### src/design/tx_cfg_pkg.sv
// Shared constants and types for the transmitter configuration block
package tx_cfg_pkg;

  // Register byte addresses
  localparam logic [7:0] MOD_CFG_ADDR = 8'h00;
  localparam logic [7:0] POST_DIV_ADDR = 8'h01;
  localparam logic [7:0] PRE_DIV_ADDR = 8'h02;
  localparam logic [7:0] PA_LEVEL_ADDR = 8'h06;
  localparam logic [7:0] CARRIER_A_ADDR = 8'h0b;
  localparam logic [7:0] CARRIER_B_ADDR = 8'h0c;
  localparam logic [7:0] CARRIER_C_ADDR = 8'h0d;
  localparam logic [7:0] FSK_DEV_ADDR = 8'h0e;
  localparam logic [7:0] TX_DATA_ADDR = 8'h10;
  localparam logic [7:0] TX_STATUS_ADDR = 8'h11;

  // Field layout
  localparam int MOD_SEL_BIT = 0;
  localparam int PA_W = 3;
  localparam int POST_W = 3;
  localparam int DEV_W = 7;
  localparam int CARRIER_W = 24;
  localparam int STAT_ACTIVE_BIT = 0;
  localparam int STAT_UNDERFLOW_BIT = 1;
  localparam int STAT_EMPTY_BIT = 2;
  localparam int STAT_FULL_BIT = 3;
  localparam logic MOD_FSK = 1'b1;
  localparam int DEV_SHIFT = 3; // One deviation step is eight carrier steps

  // Reset values and legal divider ranges
  localparam logic MOD_RESET = 1'b0;
  localparam logic [PA_W-1:0] PA_RESET = 3'h0;
  localparam logic [POST_W-1:0] POST_RESET = 3'h1;
  localparam logic [7:0] PRE_RESET = 8'h03;
  localparam logic [CARRIER_W-1:0] CARRIER_RESET = 24'h000000;
  localparam logic [DEV_W-1:0] DEV_RESET = 7'h00;
  localparam logic [POST_W-1:0] POST_MIN = 3'h1;
  localparam logic [POST_W-1:0] POST_MAX = 3'h5;
  localparam logic [7:0] PRE_MIN = 8'h03;

  // Serial bus bit slots
  localparam logic [3:0] LAST_BIT = 4'h7;
  localparam logic [3:0] ACK_SLOT = 4'h8;
  localparam logic [3:0] BYTE_BITS = 4'h8;

  // Timing
  localparam int CLK_HZ = 200_000_000;
  localparam int XTAL_HZ = 16_000_000;
  localparam int XTAL_DIV_RATIO = 5;
  localparam int PRESET_CLK_HZ = 800_000;
  localparam int PRESET_HALF_CYCLES = CLK_HZ / (2 * PRESET_CLK_HZ);

  typedef enum {
    st_idle, st_addr, st_pointer, st_write, st_read
  } bus_state_e;

endpackage : tx_cfg_pkg

### src/design/stream_if.sv
// Valid/ready byte stream between the register logic and the buffer
interface stream_if #(parameter int WIDTH = 8);
  logic valid;
  logic ready;
  logic [WIDTH-1:0] data;
  modport source(output valid, output data, input ready);
  modport sink(input valid, input data, output ready);
endinterface : stream_if

### src/design/byte_fifo.sv
// Flip-flop FIFO with valid/ready on both sides
module byte_fifo #(
  parameter int WIDTH = 8,
  parameter int DEPTH = 8
) (
  input wire logic clk,
  input wire logic rstn,
  stream_if.sink push,
  stream_if.source pop
);
  localparam int AW = (DEPTH > 1) ? $clog2(DEPTH) : 1;
  localparam logic [AW:0] FULL_COUNT = (AW+1)'(DEPTH);
  localparam logic [AW-1:0] LAST_IDX = AW'(DEPTH - 1);

  logic [WIDTH-1:0] mem [DEPTH];
  logic [AW-1:0] wr_ptr;
  logic [AW-1:0] rd_ptr;
  logic [AW:0] count;
  logic do_push;
  logic do_pop;

  // Full and empty come straight from the occupancy count
  assign push.ready = (count != FULL_COUNT);
  assign pop.valid = (count != '0);
  assign pop.data = mem[rd_ptr];
  assign do_push = push.valid && push.ready;
  assign do_pop = pop.valid && pop.ready;

  // One storage word per entry, written when the pointer selects it
  for (genvar i = 0; i < DEPTH; i++) begin : g_entry
    always_ff @(posedge clk or negedge rstn) begin
      if (!rstn) begin
        mem[i] <= '0;
      end else if (do_push && wr_ptr == AW'(i)) begin
        mem[i] <= push.data;
      end
    end
  end

  // Pointers wrap explicitly so a depth that is not a power of two works
  always_ff @(posedge clk or negedge rstn) begin
    if (!rstn) begin
      wr_ptr <= '0;
      rd_ptr <= '0;
      count <= '0;
    end else begin
      if (do_push) wr_ptr <= (wr_ptr == LAST_IDX) ? '0 : wr_ptr + 1'b1;
      if (do_pop) rd_ptr <= (rd_ptr == LAST_IDX) ? '0 : rd_ptr + 1'b1;
      if (do_push && !do_pop) count <= count + 1'b1;
      else if (do_pop && !do_push) count <= count - 1'b1;
    end
  end
endmodule : byte_fifo

### src/design/tx_config_regs_baud_divider.sv
// Transmitter configuration registers, serial bus slave and baud divider
//
// Function
// - Bus mode: data pin is serial data
// - Bus mode: clock pin is serial clock input
// - Both select pins low selects bus mode
// - Config bit 0 selects ASK or FSK
// - Three-bit amplifier level sets output power
// - Amplifier level resets to lowest code
// - 24-bit carrier word over three registers
// - 7-bit deviation field sets FSK offset
// - Space at carrier, mark at carrier plus deviation
// - Baud equals clock over pre times post
// - Divider clock is crystal over fixed ratio
// - Divider fields limited to legal ranges
// - Preset mode drives 800kHz on clock pin
// - Empty buffer in bus mode ends transmission
module tx_config_regs_baud_divider
  import tx_cfg_pkg::*;
#(
  parameter logic [6:0] DEVICE_ADDR = 7'h2a, // Arbitrary bus address
  parameter int FIFO_DEPTH = 8,
  parameter int XTAL_DIV = XTAL_DIV_RATIO
) (
  input wire logic clk,
  input wire logic rstn,
  input wire logic tx_data_input_in,
  output logic tx_data_input_out,
  output logic tx_data_input_oe,
  input wire logic clock_output_pin_in,
  output logic clock_output_pin_out,
  output logic clock_output_pin_oe,
  input wire logic preset_select_low,
  input wire logic preset_select_high,
  output logic i2c_mode,
  output logic [1:0] preset_code,
  output logic modulation_select,
  output logic [PA_W-1:0] amp_power_level,
  output logic [CARRIER_W-1:0] carrier_word,
  output logic [DEV_W-1:0] fsk_offset_field,
  output logic tx_enable,
  output logic tx_symbol,
  output logic [CARRIER_W-1:0] synth_word,
  output logic baud_strobe
);
  localparam logic [3:0] XDIV_LAST = 4'(XTAL_DIV - 1);
  localparam logic [7:0] HALF_LAST = 8'(PRESET_HALF_CYCLES - 1);
  localparam int ACC_W = 28;
  localparam logic [ACC_W-1:0] ACC_STEP = ACC_W'(XTAL_HZ);
  localparam logic [ACC_W-1:0] ACC_WRAP = ACC_W'(CLK_HZ);

  logic [1:0] sel_low_q, sel_high_q, sda_q, scl_q;
  logic sda_d, scl_d;
  logic scl_rise, scl_fall, bus_start, bus_stop;
  bus_state_e state;
  logic [3:0] bit_cnt;
  logic [7:0] rx_shift, tx_shift, reg_ptr, rd_val;
  logic sda_drive;
  logic wr_en;
  logic [7:0] wr_addr, wr_data;
  logic [POST_W-1:0] post_div;
  logic [7:0] pre_div;
  logic [POST_W-1:0] eff_post;
  logic [7:0] eff_pre;
  logic [6:0] post_last;
  logic div_reload;
  logic [ACC_W-1:0] xtal_acc;
  logic xtal_tick, bclk_tick;
  logic [3:0] xdiv_cnt;
  logic [7:0] pre_cnt;
  logic [6:0] post_cnt;
  logic [7:0] half_cnt;
  logic preset_clk;
  logic tx_active, underflow;
  logic [3:0] bits_left;
  logic [7:0] tx_byte;
  logic sym_bit;
  logic [CARRIER_W-1:0] mark_word;

  stream_if #(.WIDTH(8)) push_if ();
  stream_if #(.WIDTH(8)) pop_if ();

  byte_fifo #(.WIDTH(8), .DEPTH(FIFO_DEPTH)) u_fifo (
    .clk(clk),
    .rstn(rstn),
    .push(push_if.sink),
    .pop(pop_if.source)
  );

  // Pins from outside pass two flops before anything looks at them
  always_ff @(posedge clk or negedge rstn) begin
    if (!rstn) begin
      sel_low_q <= '0;
      sel_high_q <= '0;
      sda_q <= '0;
      scl_q <= '0;
      sda_d <= 1'b0;
      scl_d <= 1'b0;
    end else begin
      sel_low_q <= {sel_low_q[0], preset_select_low};
      sel_high_q <= {sel_high_q[0], preset_select_high};
      sda_q <= {sda_q[0], tx_data_input_in};
      scl_q <= {scl_q[0], clock_output_pin_in};
      sda_d <= sda_q[1];
      scl_d <= scl_q[1];
    end
  end

  // Mode selection from the preset pins
  always_ff @(posedge clk or negedge rstn) begin
    if (!rstn) begin
      i2c_mode <= 1'b0;
      preset_code <= '0;
    end else begin
      i2c_mode <= ~sel_low_q[1] & ~sel_high_q[1];
      preset_code <= {sel_high_q[1], sel_low_q[1]};
    end
  end

  // Bus events only count in bus mode; in preset mode the data pin carries data and the clock pin is an output
  assign scl_rise = i2c_mode & scl_q[1] & ~scl_d;
  assign scl_fall = i2c_mode & ~scl_q[1] & scl_d;
  assign bus_start = i2c_mode & scl_q[1] & scl_d & sda_d & ~sda_q[1];
  assign bus_stop = i2c_mode & scl_q[1] & scl_d & ~sda_d & sda_q[1];

  // Open-drain pins: the data pin only ever pulls low
  assign tx_data_input_out = 1'b0;
  assign tx_data_input_oe = sda_drive;
  assign clock_output_pin_out = preset_clk;
  assign clock_output_pin_oe = ~i2c_mode;

  // Read-back mux; the data port reads as zero, status shows live state
  always_comb begin
    rd_val = 8'h00;
    case (reg_ptr)
      MOD_CFG_ADDR: rd_val[MOD_SEL_BIT] = modulation_select;
      POST_DIV_ADDR: rd_val[POST_W-1:0] = post_div;
      PRE_DIV_ADDR: rd_val = pre_div;
      PA_LEVEL_ADDR: rd_val[PA_W-1:0] = amp_power_level;
      CARRIER_A_ADDR: rd_val = carrier_word[23:16];
      CARRIER_B_ADDR: rd_val = carrier_word[15:8];
      CARRIER_C_ADDR: rd_val = carrier_word[7:0];
      FSK_DEV_ADDR: rd_val[DEV_W-1:0] = fsk_offset_field;
      TX_STATUS_ADDR: begin
        rd_val[STAT_ACTIVE_BIT] = tx_active;
        rd_val[STAT_UNDERFLOW_BIT] = underflow;
        rd_val[STAT_EMPTY_BIT] = ~pop_if.valid;
        rd_val[STAT_FULL_BIT] = ~push_if.ready;
      end
      default: rd_val = 8'h00;
    endcase
  end

  // Serial bus slave: bits sampled on clock rise, data changed on fall
  always_ff @(posedge clk or negedge rstn) begin
    if (!rstn) begin
      state <= st_idle;
      bit_cnt <= '0;
      rx_shift <= '0;
      tx_shift <= '0;
      reg_ptr <= '0;
      sda_drive <= 1'b0;
      wr_en <= 1'b0;
      wr_addr <= '0;
      wr_data <= '0;
    end else begin
      wr_en <= 1'b0;
      if (!i2c_mode || bus_stop) begin
        state <= st_idle;
        sda_drive <= 1'b0;
      end else if (bus_start) begin
        state <= st_addr;
        bit_cnt <= '1; // Absorbs the clock fall that follows a start
        sda_drive <= 1'b0;
      end else if (scl_rise && state != st_idle) begin
        if (bit_cnt < ACK_SLOT) begin
          rx_shift <= {rx_shift[6:0], sda_q[1]};
        end else if (state == st_read && sda_q[1]) begin
          state <= st_idle; // Controller declined further bytes
        end
      end else if (scl_fall && state != st_idle) begin
        if (bit_cnt == LAST_BIT) begin
          bit_cnt <= ACK_SLOT;
          sda_drive <= 1'b0;
          case (state)
            st_addr: begin
              if (rx_shift[7:1] == DEVICE_ADDR) begin
                sda_drive <= 1'b1;
                state <= rx_shift[0] ? st_read : st_pointer;
              end else begin
                state <= st_idle;
              end
            end
            st_pointer: begin
              reg_ptr <= rx_shift;
              sda_drive <= 1'b1;
              state <= st_write;
            end
            st_write: begin
              // A full buffer refuses the byte with a not-acknowledge
              if (reg_ptr != TX_DATA_ADDR || push_if.ready) begin
                wr_en <= 1'b1;
                wr_addr <= reg_ptr;
                wr_data <= rx_shift;
                reg_ptr <= reg_ptr + 8'h01;
                sda_drive <= 1'b1;
              end
            end
            st_read: sda_drive <= 1'b0;
            default: state <= st_idle;
          endcase
        end else if (bit_cnt == ACK_SLOT) begin
          bit_cnt <= '0;
          if (state == st_read) begin
            sda_drive <= ~rd_val[7];
            tx_shift <= {rd_val[6:0], 1'b1};
            reg_ptr <= reg_ptr + 8'h01;
          end else begin
            sda_drive <= 1'b0;
          end
        end else begin
          bit_cnt <= bit_cnt + 4'h1;
          if (state == st_read) begin
            sda_drive <= ~tx_shift[7];
            tx_shift <= {tx_shift[6:0], 1'b1};
          end
        end
      end
    end
  end

  // Configuration registers
  always_ff @(posedge clk or negedge rstn) begin
    if (!rstn) begin
      modulation_select <= MOD_RESET;
      post_div <= POST_RESET;
      pre_div <= PRE_RESET;
      amp_power_level <= PA_RESET;
      carrier_word <= CARRIER_RESET;
      fsk_offset_field <= DEV_RESET;
    end else if (wr_en) begin
      case (wr_addr)
        MOD_CFG_ADDR: modulation_select <= wr_data[MOD_SEL_BIT];
        POST_DIV_ADDR: post_div <= wr_data[POST_W-1:0];
        PRE_DIV_ADDR: pre_div <= wr_data;
        PA_LEVEL_ADDR: amp_power_level <= wr_data[PA_W-1:0];
        CARRIER_A_ADDR: carrier_word[23:16] <= wr_data;
        CARRIER_B_ADDR: carrier_word[15:8] <= wr_data;
        CARRIER_C_ADDR: carrier_word[7:0] <= wr_data;
        FSK_DEV_ADDR: fsk_offset_field <= wr_data[DEV_W-1:0];
        default: ;
      endcase
    end
  end

  // Bytes written to the data port feed the buffer
  assign push_if.valid = wr_en && (wr_addr == TX_DATA_ADDR);
  assign push_if.data = wr_data;

  // Out-of-range divider codes are clamped so the rate stays defined
  assign eff_post = (post_div < POST_MIN) ? POST_MIN :
                    (post_div > POST_MAX) ? POST_MAX : post_div;
  assign eff_pre = (pre_div < PRE_MIN) ? PRE_MIN : pre_div;
  assign post_last = 7'((8'h01 << (eff_post + 3'h1)) - 8'h01);
  assign div_reload = wr_en &&
    (wr_addr == POST_DIV_ADDR || wr_addr == PRE_DIV_ADDR);

  // Crystal-rate tick from the system clock by a fractional accumulator
  always_ff @(posedge clk or negedge rstn) begin
    if (!rstn) begin
      xtal_acc <= '0;
      xtal_tick <= 1'b0;
    end else if (xtal_acc + ACC_STEP >= ACC_WRAP) begin
      xtal_acc <= xtal_acc + ACC_STEP - ACC_WRAP;
      xtal_tick <= 1'b1;
    end else begin
      xtal_acc <= xtal_acc + ACC_STEP;
      xtal_tick <= 1'b0;
    end
  end

  // Fixed crystal divider gives the divider clock tick
  always_ff @(posedge clk or negedge rstn) begin
    if (!rstn) begin
      xdiv_cnt <= '0;
      bclk_tick <= 1'b0;
    end else begin
      bclk_tick <= 1'b0;
      if (xtal_tick) begin
        if (xdiv_cnt == XDIV_LAST) begin
          xdiv_cnt <= '0;
          bclk_tick <= 1'b1;
        end else begin
          xdiv_cnt <= xdiv_cnt + 4'h1;
        end
      end
    end
  end

  // Pre then post divider; a rewrite restarts the interval from zero
  always_ff @(posedge clk or negedge rstn) begin
    if (!rstn) begin
      pre_cnt <= '0;
      post_cnt <= '0;
      baud_strobe <= 1'b0;
    end else if (div_reload) begin
      pre_cnt <= '0;
      post_cnt <= '0;
      baud_strobe <= 1'b0;
    end else begin
      baud_strobe <= 1'b0;
      if (bclk_tick) begin
        if (pre_cnt == eff_pre) begin
          pre_cnt <= '0;
          if (post_cnt == post_last) begin
            post_cnt <= '0;
            baud_strobe <= 1'b1;
          end else begin
            post_cnt <= post_cnt + 7'h01;
          end
        end else begin
          pre_cnt <= pre_cnt + 8'h01;
        end
      end
    end
  end

  // Preset-mode clock on the clock pin, held low in bus mode
  always_ff @(posedge clk or negedge rstn) begin
    if (!rstn) begin
      half_cnt <= '0;
      preset_clk <= 1'b0;
    end else if (i2c_mode) begin
      half_cnt <= '0;
      preset_clk <= 1'b0;
    end else if (half_cnt == HALF_LAST) begin
      half_cnt <= '0;
      preset_clk <= ~preset_clk;
    end else begin
      half_cnt <= half_cnt + 8'h01;
    end
  end

  // Bus-mode transmitter: MSB first, one bit per baud strobe
  assign pop_if.ready = i2c_mode && baud_strobe && (bits_left <= 4'h1);
  always_ff @(posedge clk or negedge rstn) begin
    if (!rstn) begin
      tx_active <= 1'b0;
      underflow <= 1'b0;
      bits_left <= '0;
      tx_byte <= '0;
    end else begin
      // Clear first so an underflow in the same cycle still sets
      if (wr_en && wr_addr == TX_STATUS_ADDR && wr_data[STAT_UNDERFLOW_BIT])
        underflow <= 1'b0;
      if (!i2c_mode) begin
        tx_active <= 1'b0;
        bits_left <= '0;
      end else if (baud_strobe) begin
        if (bits_left > 4'h1) begin
          tx_byte <= {tx_byte[6:0], 1'b0};
          bits_left <= bits_left - 4'h1;
        end else if (pop_if.valid) begin
          tx_byte <= pop_if.data;
          bits_left <= BYTE_BITS;
          tx_active <= 1'b1;
        end else begin
          bits_left <= '0;
          if (tx_active) begin
            tx_active <= 1'b0;
            underflow <= 1'b1;
          end
        end
      end
    end
  end

  // Preset mode takes the pin stream as is; it was held low at power-up
  assign sym_bit = i2c_mode ? tx_byte[7] : sda_q[1];
  assign mark_word = carrier_word +
    (CARRIER_W'(fsk_offset_field) << DEV_SHIFT);

  // Modulator outputs: FSK mark adds the deviation to the carrier
  always_ff @(posedge clk or negedge rstn) begin
    if (!rstn) begin
      tx_enable <= 1'b0;
      tx_symbol <= 1'b0;
      synth_word <= CARRIER_RESET;
    end else begin
      tx_enable <= i2c_mode ? tx_active : 1'b1;
      tx_symbol <= sym_bit;
      synth_word <= (modulation_select == MOD_FSK && sym_bit) ?
                    mark_word : carrier_word;
    end
  end

  logic [15:0] chk_gap;
  logic chk_clean;
  always_ff @(posedge clk or negedge rstn) begin
    if (!rstn) begin
      chk_gap <= '0;
      chk_clean <= 1'b0;
    end else if (div_reload) begin
      chk_gap <= '0;
      chk_clean <= 1'b0;
    end else if (baud_strobe) begin
      chk_gap <= '0;
      chk_clean <= 1'b1;
    end else if (bclk_tick) begin
      chk_gap <= chk_gap + 16'h0001;
    end
  end
endmodule : tx_config_regs_baud_divider

### config.mk
export PLATFORM = sky130hd
export DESIGN_NAME = tx_config_regs_baud_divider
export DESIGN_NICKNAME = d
export VERILOG_FILES = /design/src/design/tx_cfg_pkg.sv /design/src/design/stream_if.sv /design/src/design/byte_fifo.sv /design/src/design/tx_config_regs_baud_divider.sv
export SDC_FILE = /design/constraint.sdc
export NUM_CORES = 1
export LEC_CHECK = 0
export BUFFER_PORTS_ARGS = -buffer_cell sky130_fd_sc_hd__buf_2
export CAP_MARGIN = 5
export CELL_PAD_IN_SITES_DETAIL_PLACEMENT = 0
export CELL_PAD_IN_SITES_GLOBAL_PLACEMENT = 1
export CORE_MARGIN = 3
export CORE_UTILIZATION = 33
export CTS_CLUSTER_SIZE = 10
export DETAILED_ROUTE_END_ITERATION = 16
export PLACE_DENSITY = 0.69
export SYNTH_ARGS = -nofsm -noshare
export SYNTH_HDL_FRONTEND = slang
export SYNTH_SLANG_ARGS = --single-unit
### constraint.sdc
create_clock -name clk -period 4.95 [get_ports clk]
set_input_delay 0.7425 -clock clk [delete_from_list [all_inputs] [get_ports clk]]
set_output_delay 0.7425 -clock clk [all_outputs]
set_load 0.05 [all_outputs]
# --- After elaboration in Yosys (flattened, before gate mapping) ---
# Cells that the tools add are included.
word_totals:
  ff_bits: 310
  wordCells: 310
  in_bits: 6
  out_inout_bits: 69
classes:
  reduce_logical: 64
  add_sub_neg: 16
  shift: 1
  order_cmp: 8
  bitwise_logic: 27
  eq_ne: 48
  n_mux: 94
op_table:
  columns: ["op", "n"]
  rows:
  - ["$mux 32", 7]
  - ["$mux 8", 17]
  - ["$pmux 32 s3", 1]
  - ["$eq 32x2->1 const B", 2]
  - ["$eq 8x4->1 const B", 8]
  - ["$mux 4", 12]
  - ["$mux 1", 37]
  - ["$eq 32x1->1 const B", 1]
  - ["$eq 32x3->1 const B", 1]
  - ["$eq 32x4->1 const B", 1]
  - ["$reduce_bool 32->1", 1]
  - ["$add 28x24->28 const B", 1]
  - ["$ge 28x28->1 const B", 1]
  - ["$mux 28", 1]
  - ["$mux 7", 4]
  - ["$sub 28x28->28 const B", 1]
  - ["$add 24x10->24", 1]
  - ["$add 8x1->8 const B", 3]
  - ["$bmux 8 s3", 1]
  - ["$eq 8x5->1 const B", 3]
  - ["$mux 24", 1]
  - ["$logic_and 1x1->1", 22]
  - ["$reduce_and 2->1", 10]
  - ["$mux 3", 6]
  - ["58 further kinds", 115]

# --- Depth between registers and ports, before layout ---
depth:
  depth_word: 11
  mapped_depth: 12
  mapped_depth_nobuf: 12

# --- Modules after synthesis ---
# A second synthesis with hierarchy kept.
unflattened:
  hier_cells: 1235
  hier_area_um2: 13782.0
modules_own_cells:
  columns: ["module", "area_per_inst_um2", "cells_each", "instances"]
  rows:
  - ["tx_config_regs_baud_divider", 10113.4, 1005, 1]
  - ["byte_fifo", 3668.5, 230, 1]

# --- Worst setup path before layout ---
# OpenSTA, ideal clock, no wires.
synth_path:
  path_type: "register -> register"
  startpoint: "register carrier_word[3]"
  endpoint: "register synth_word[19]"
  setup_time_ns: 0.143
  stages_incl_launch_ff: 13
  t_required_ns: 4.807
  t_arrival_ns: 2.650
  setup_slack_ns: 2.157
  path_buffers: 0
  path_cell_list: "dfrtp_1 > ha_1 > inv_1 > fa_1 > nor2b_1 > o21ai_0 > a21boi_0 > o21ai_0 > nand2b_1 > a21oi_1 > nor3b_1 > nand4_1 > xnor2_1"
synth_between:
  elab_chain_cells: 2
synth_rtl:
  columns: ["element", "line_no", "rtl"]
  rows:
  - ["start, declared", "tx_config_regs_baud_divider.sv:39", "output logic [CARRIER_W-1:0] carrier_word,"]
  - ["start signal, assigned", "tx_config_regs_baud_divider.sv:249", "CARRIER_C_ADDR: carrier_word[7:0] <= wr_data;"]
  - ["$add 24x10->24", "tx_config_regs_baud_divider.sv:380", "assign mark_word = carrier_word +"]
  - ["$mux 24", "tx_config_regs_baud_divider.sv:392", "synth_word <= (modulation_select == MOD_FSK && sym_bit) ?"]
  - ["end signal, assigned", "tx_config_regs_baud_divider.sv:392", null]
  - ["end, declared", "tx_config_regs_baud_divider.sv:43", "output logic [CARRIER_W-1:0] synth_word,"]
# No other way between the ends.
# A chain may end at the register's enable or synchronous reset.

# --- Worst setup path in the final report ---
layout_path:
  startpoint: "register wr_addr[5]"
  endpoint: "register u_fifo.count[3]"
layout_between:
  elab_chain_cells: 6
  word_cells_on_any_way: 8
  cone_classes: "1 x eq/ne; 1 x mux; 6 x reduce/logical"
layout_rtl:
  columns: ["element", "line_no", "rtl"]
  rows:
  - ["start, declared", "tx_config_regs_baud_divider.sv:60", "logic [7:0] wr_addr, wr_data;"]
  - ["start signal, assigned", "tx_config_regs_baud_divider.sv:203", "wr_addr <= reg_ptr;"]
  - ["$eq 8x5->1 *", "tx_config_regs_baud_divider.sv:257", "assign push_if.valid = wr_en && (wr_addr == TX_DATA_ADDR);"]
  - ["$logic_and 1x1->1 *", "tx_config_regs_baud_divider.sv:257", null]
  - ["$logic_and 1x1->1 *", "byte_fifo.sv:26", "assign do_push = push.valid && push.ready;"]
  - ["net u_fifo.do_push", "byte_fifo.sv:19", "logic do_push;"]
  - ["$logic_not 1->1", "byte_fifo.sv:50", "else if (do_pop && !do_push) count <= count - 1'b1;"]
  - ["$logic_and 1x1->1", "byte_fifo.sv:50", null]
  - ["$reduce_bool 2->1 (no line)", null, null]
  - ["end signal, assigned", "byte_fifo.sv:49", "if (do_push && !do_pop) count <= count + 1'b1;"]
  - ["end signal, assigned", "byte_fifo.sv:50", null]
  - ["end, declared", "byte_fifo.sv:18", "logic [AW:0] count;"]
# Mark *: on every way through the listed nets, which the timed path passes. The rest lies on a longest branch.

==> flow_summary.json <==
{
  "worst_slew_pin_slew_ns": 0.905,
  "dieHeight_um": 208,
  "io_buffers": 73,
  "drt_iter0_markers": 598,
  "reg2reg_to": "u_fifo.count[3]",
  "post_cts_buffers": 0,
  "fp.dieW_um": 208,
  "maxSlewHeadroom": 0.397,
  "crit_fanout": 8,
  "ys_warn_count": 0,
  "critPathRequiredTime_ns": 5.36,
  "min_path_type": "in2async",
  "ctsResizeCount": 0,
  "startpoint_type": "flop",
  "htreeDepth": 2,
  "worstPathArrival_ns": 3.49,
  "grtUsageTotal": 0.149,
  "ctsHoldBuffers": 0,
  "die_area_mm2": 0.0432,
  "syn_inst": 1205,
  "dp.cells": 1761,
  "firstDrtPassIters": 5,
  "slew_violations": 0,
  "fillCellCount": 3911,
  "whs_ns": 0.224,
  "synth_ff_type": "dfrtp_1",
  "finClkSkew_ns": 0.0227,
  "setup_tns_ns": 0,
  "critical-path-max-stage-delay_ns": 0.49,
  "critical_path_class": "reg2reg",
  "status": "completed",
  "vias": 9425,
  "layout-drive-gt1-share": 0.229,
  "coreArea_mm2": 0.0400,
  "fin_nets": 1319,
  "final_cells": 1820,
  "grt-ovfl-total": 0,
  "async_flop_share": 1.00,
  "rrSetupSlack_ns": 1.86,
  "synth_area_leaders": "dfrtp_1 (50%), mux2_2 (11%), ha_1 (3.5%)",
  "crit_chain": "nor4b_1, nand4b_1, nor3_2, ha_1, inv_1, ha_1, a21o_1, a21oi_1, xnor2_1, nor2_1, xor2_1",
  "clock_path_buffers": 3,
  "r2r-start": "wr_addr[5]",
  "cp-end-kind": "flop",
  "critPathSlowestCell": "nor4b_1",
  "rsz0062_at_grt": "no",
  "ys_ff_latch": 272,
  "period_needed_ns": 3.09,
  "syn_area_mm2": 0.0134,
  "grt_max_degree": 139,
  "syn_to_final_growth_pct": 14.7,
  "ys_seq_area_frac": 0.507,
  "synth_area_leader_cell": "dfrtp_1",
  "max_freq_mhz": 324,
  "synth.most_common_cell": "dfrtp_1",
  "period_share": 0.624,
  "gp_congestion": 0.811,
  "final_util": 0.385,
  "synth_top_cell_area_share": 0.501,
  "setup_viol": 0,
  "final-hold-violation-count": 0,
  "io_pins": 75,
  "diodes": 0,
  "clk_pin_slew_ns": 0.06,
  "post_drt_wl_per_cell_um": 17.9,
  "crit_top_cell": "ha_1",
  "grt_pass1_vias": 9389,
  "via_per_inst": 5.18,
  "syn_area_per_cell_um2": 11.2,
  "cts.sinks": 272,
  "clk_latency_ns": 0.52,
  "antenna_found_initial": 0,
  "cts_tree": "built",
  "drc": 0,
  "synth_edf_count": 0,
  "power.density_mw_per_mm2": 313,
  "cts_buffers": 35,
  "cap_violations": 0,
  "p_leak_nw": 7.23,
  "dp_hpwl_um": 22000,
  "ys_types": 81,
  "wl_um": 32600,
  "row_count": 73,
  "root_buffer": "clkbuf_16",
  "reg2reg_depth": 11,
  "ir_drop_uv": 196,
  "yosys-top-cells-count": "dfrtp_1 (269), mux2_2 (126), nand2_1 (114), nor2_1 (71), o21ai_0 (65)",
  "grt_pass1_wl_um": 52900,
  "ant_nets": 0,
  "start_util": 0.336
}
metrics by stage:
stage	setup WS [ns]	total power (W)	instance area, um^2
6_report	1.86	0.00482	15400
2_1_floorplan	2.16	0.00239	13400
3_3_place_gp	1.91	0.00246	14300
4_1_cts	1.84	0.00490	15400
5_1_grt	1.57	0.00502	15400
3_5_place_dp	1.87	0.00247	14300
sequential cells by signal, summed over array words and instances, names as in the netlist, 19 cells and up:
signal and flops:
xtal_acc 19, carrier_word 24, synth_word 24, u_fifo.mem 64
how the worst max path moves through the flow:
stage | start | end | slack (ns) | cells past startpoint
final | wr_addr[5] | u_fifo.count[3] | 1.86 | 11
after global routing | wr_addr[5] | u_fifo.count[3] | 1.57 | 11
after CTS | wr_addr[5] | u_fifo.count[3] | 1.84 | 11
after detailed placement | wr_addr[5] | u_fifo.count[3] | 1.87 | 11
after global placement | wr_addr[5] | u_fifo.count[3] | 1.91 | 11
after floorplan | carrier_word[3] | synth_word[19] | 2.16 | 12
logic make-up (layout without fill, tap and decap cells):
family          after synthesis  after routing  synth area share
compound gates              227            227             0.109
xor+xnor                     76             76            0.0501
fa+ha+maj                    40             40            0.0383
buf+inv                      87            176            0.0256
flops                       272            272             0.507
mux                         159            159             0.145
other cells                   2              3          0.000559
simple gates                342            342             0.125
worst max-delay path: cells and delay by family (launching register included):
family	cells	cell delay (ns)
AO/OA/AOI/OAI	2	0.32
flip-flops	1	0.37
XOR/XNOR	2	0.27
adder cells (fa/ha/maj)	2	0.57
AND/OR/NAND/NOR	4	1.33
buffers and inverters	1	0.09
where the power goes:
group | total (W) | internal [W] | switching, W
Combinational | 0.000141 | 0.0000378 | 0.000103
Clock | 0.00239 | 0.00145 | 0.000946
Sequential | 0.00228 | 0.00225 | 0.0000303
cells in the final DEF (no fill, tap or decap), types with 12 or more instances in the layout:
master and count:
and3_1 14, inv_1 36, ha_1 38, clkbuf_1 13
mux4_2 16, nor3_1 17, o21ai_0 65, buf_2 72
nand2_1 114, dfrtp_1 269, mux2_2 126, a21oi_1 61
mux2i_1 12, xor2_1 30, nor2_1 71, nand3_1 40
xnor2_1 45, clkbuf_16 36
area by class of cell:
class | count | area (um^2) | share of cell area
tap | 525 | 657 | 0.0426
inverter | 38 | 148 | 0.00958
multi-input combinational | 847 | 6290 | 0.408
sequential | 272 | 6810 | 0.442
timing repair buffer | 79 | 433 | 0.0281
clock buffer | 53 | 1000 | 0.0652
clock inverter | 6 | 70.1 | 0.00454
per-layer routing:
metal  global-route usage  vias to the layer above  routed length, um
li1                     -                     4458                  -
met1                0.205                     4704              15200
met2                0.242                      198              15200
met3               0.0255                       65               1380
met4               0.0453                        0                807
met5                    0                        -                  0
(Power assumes the default switching activity.)
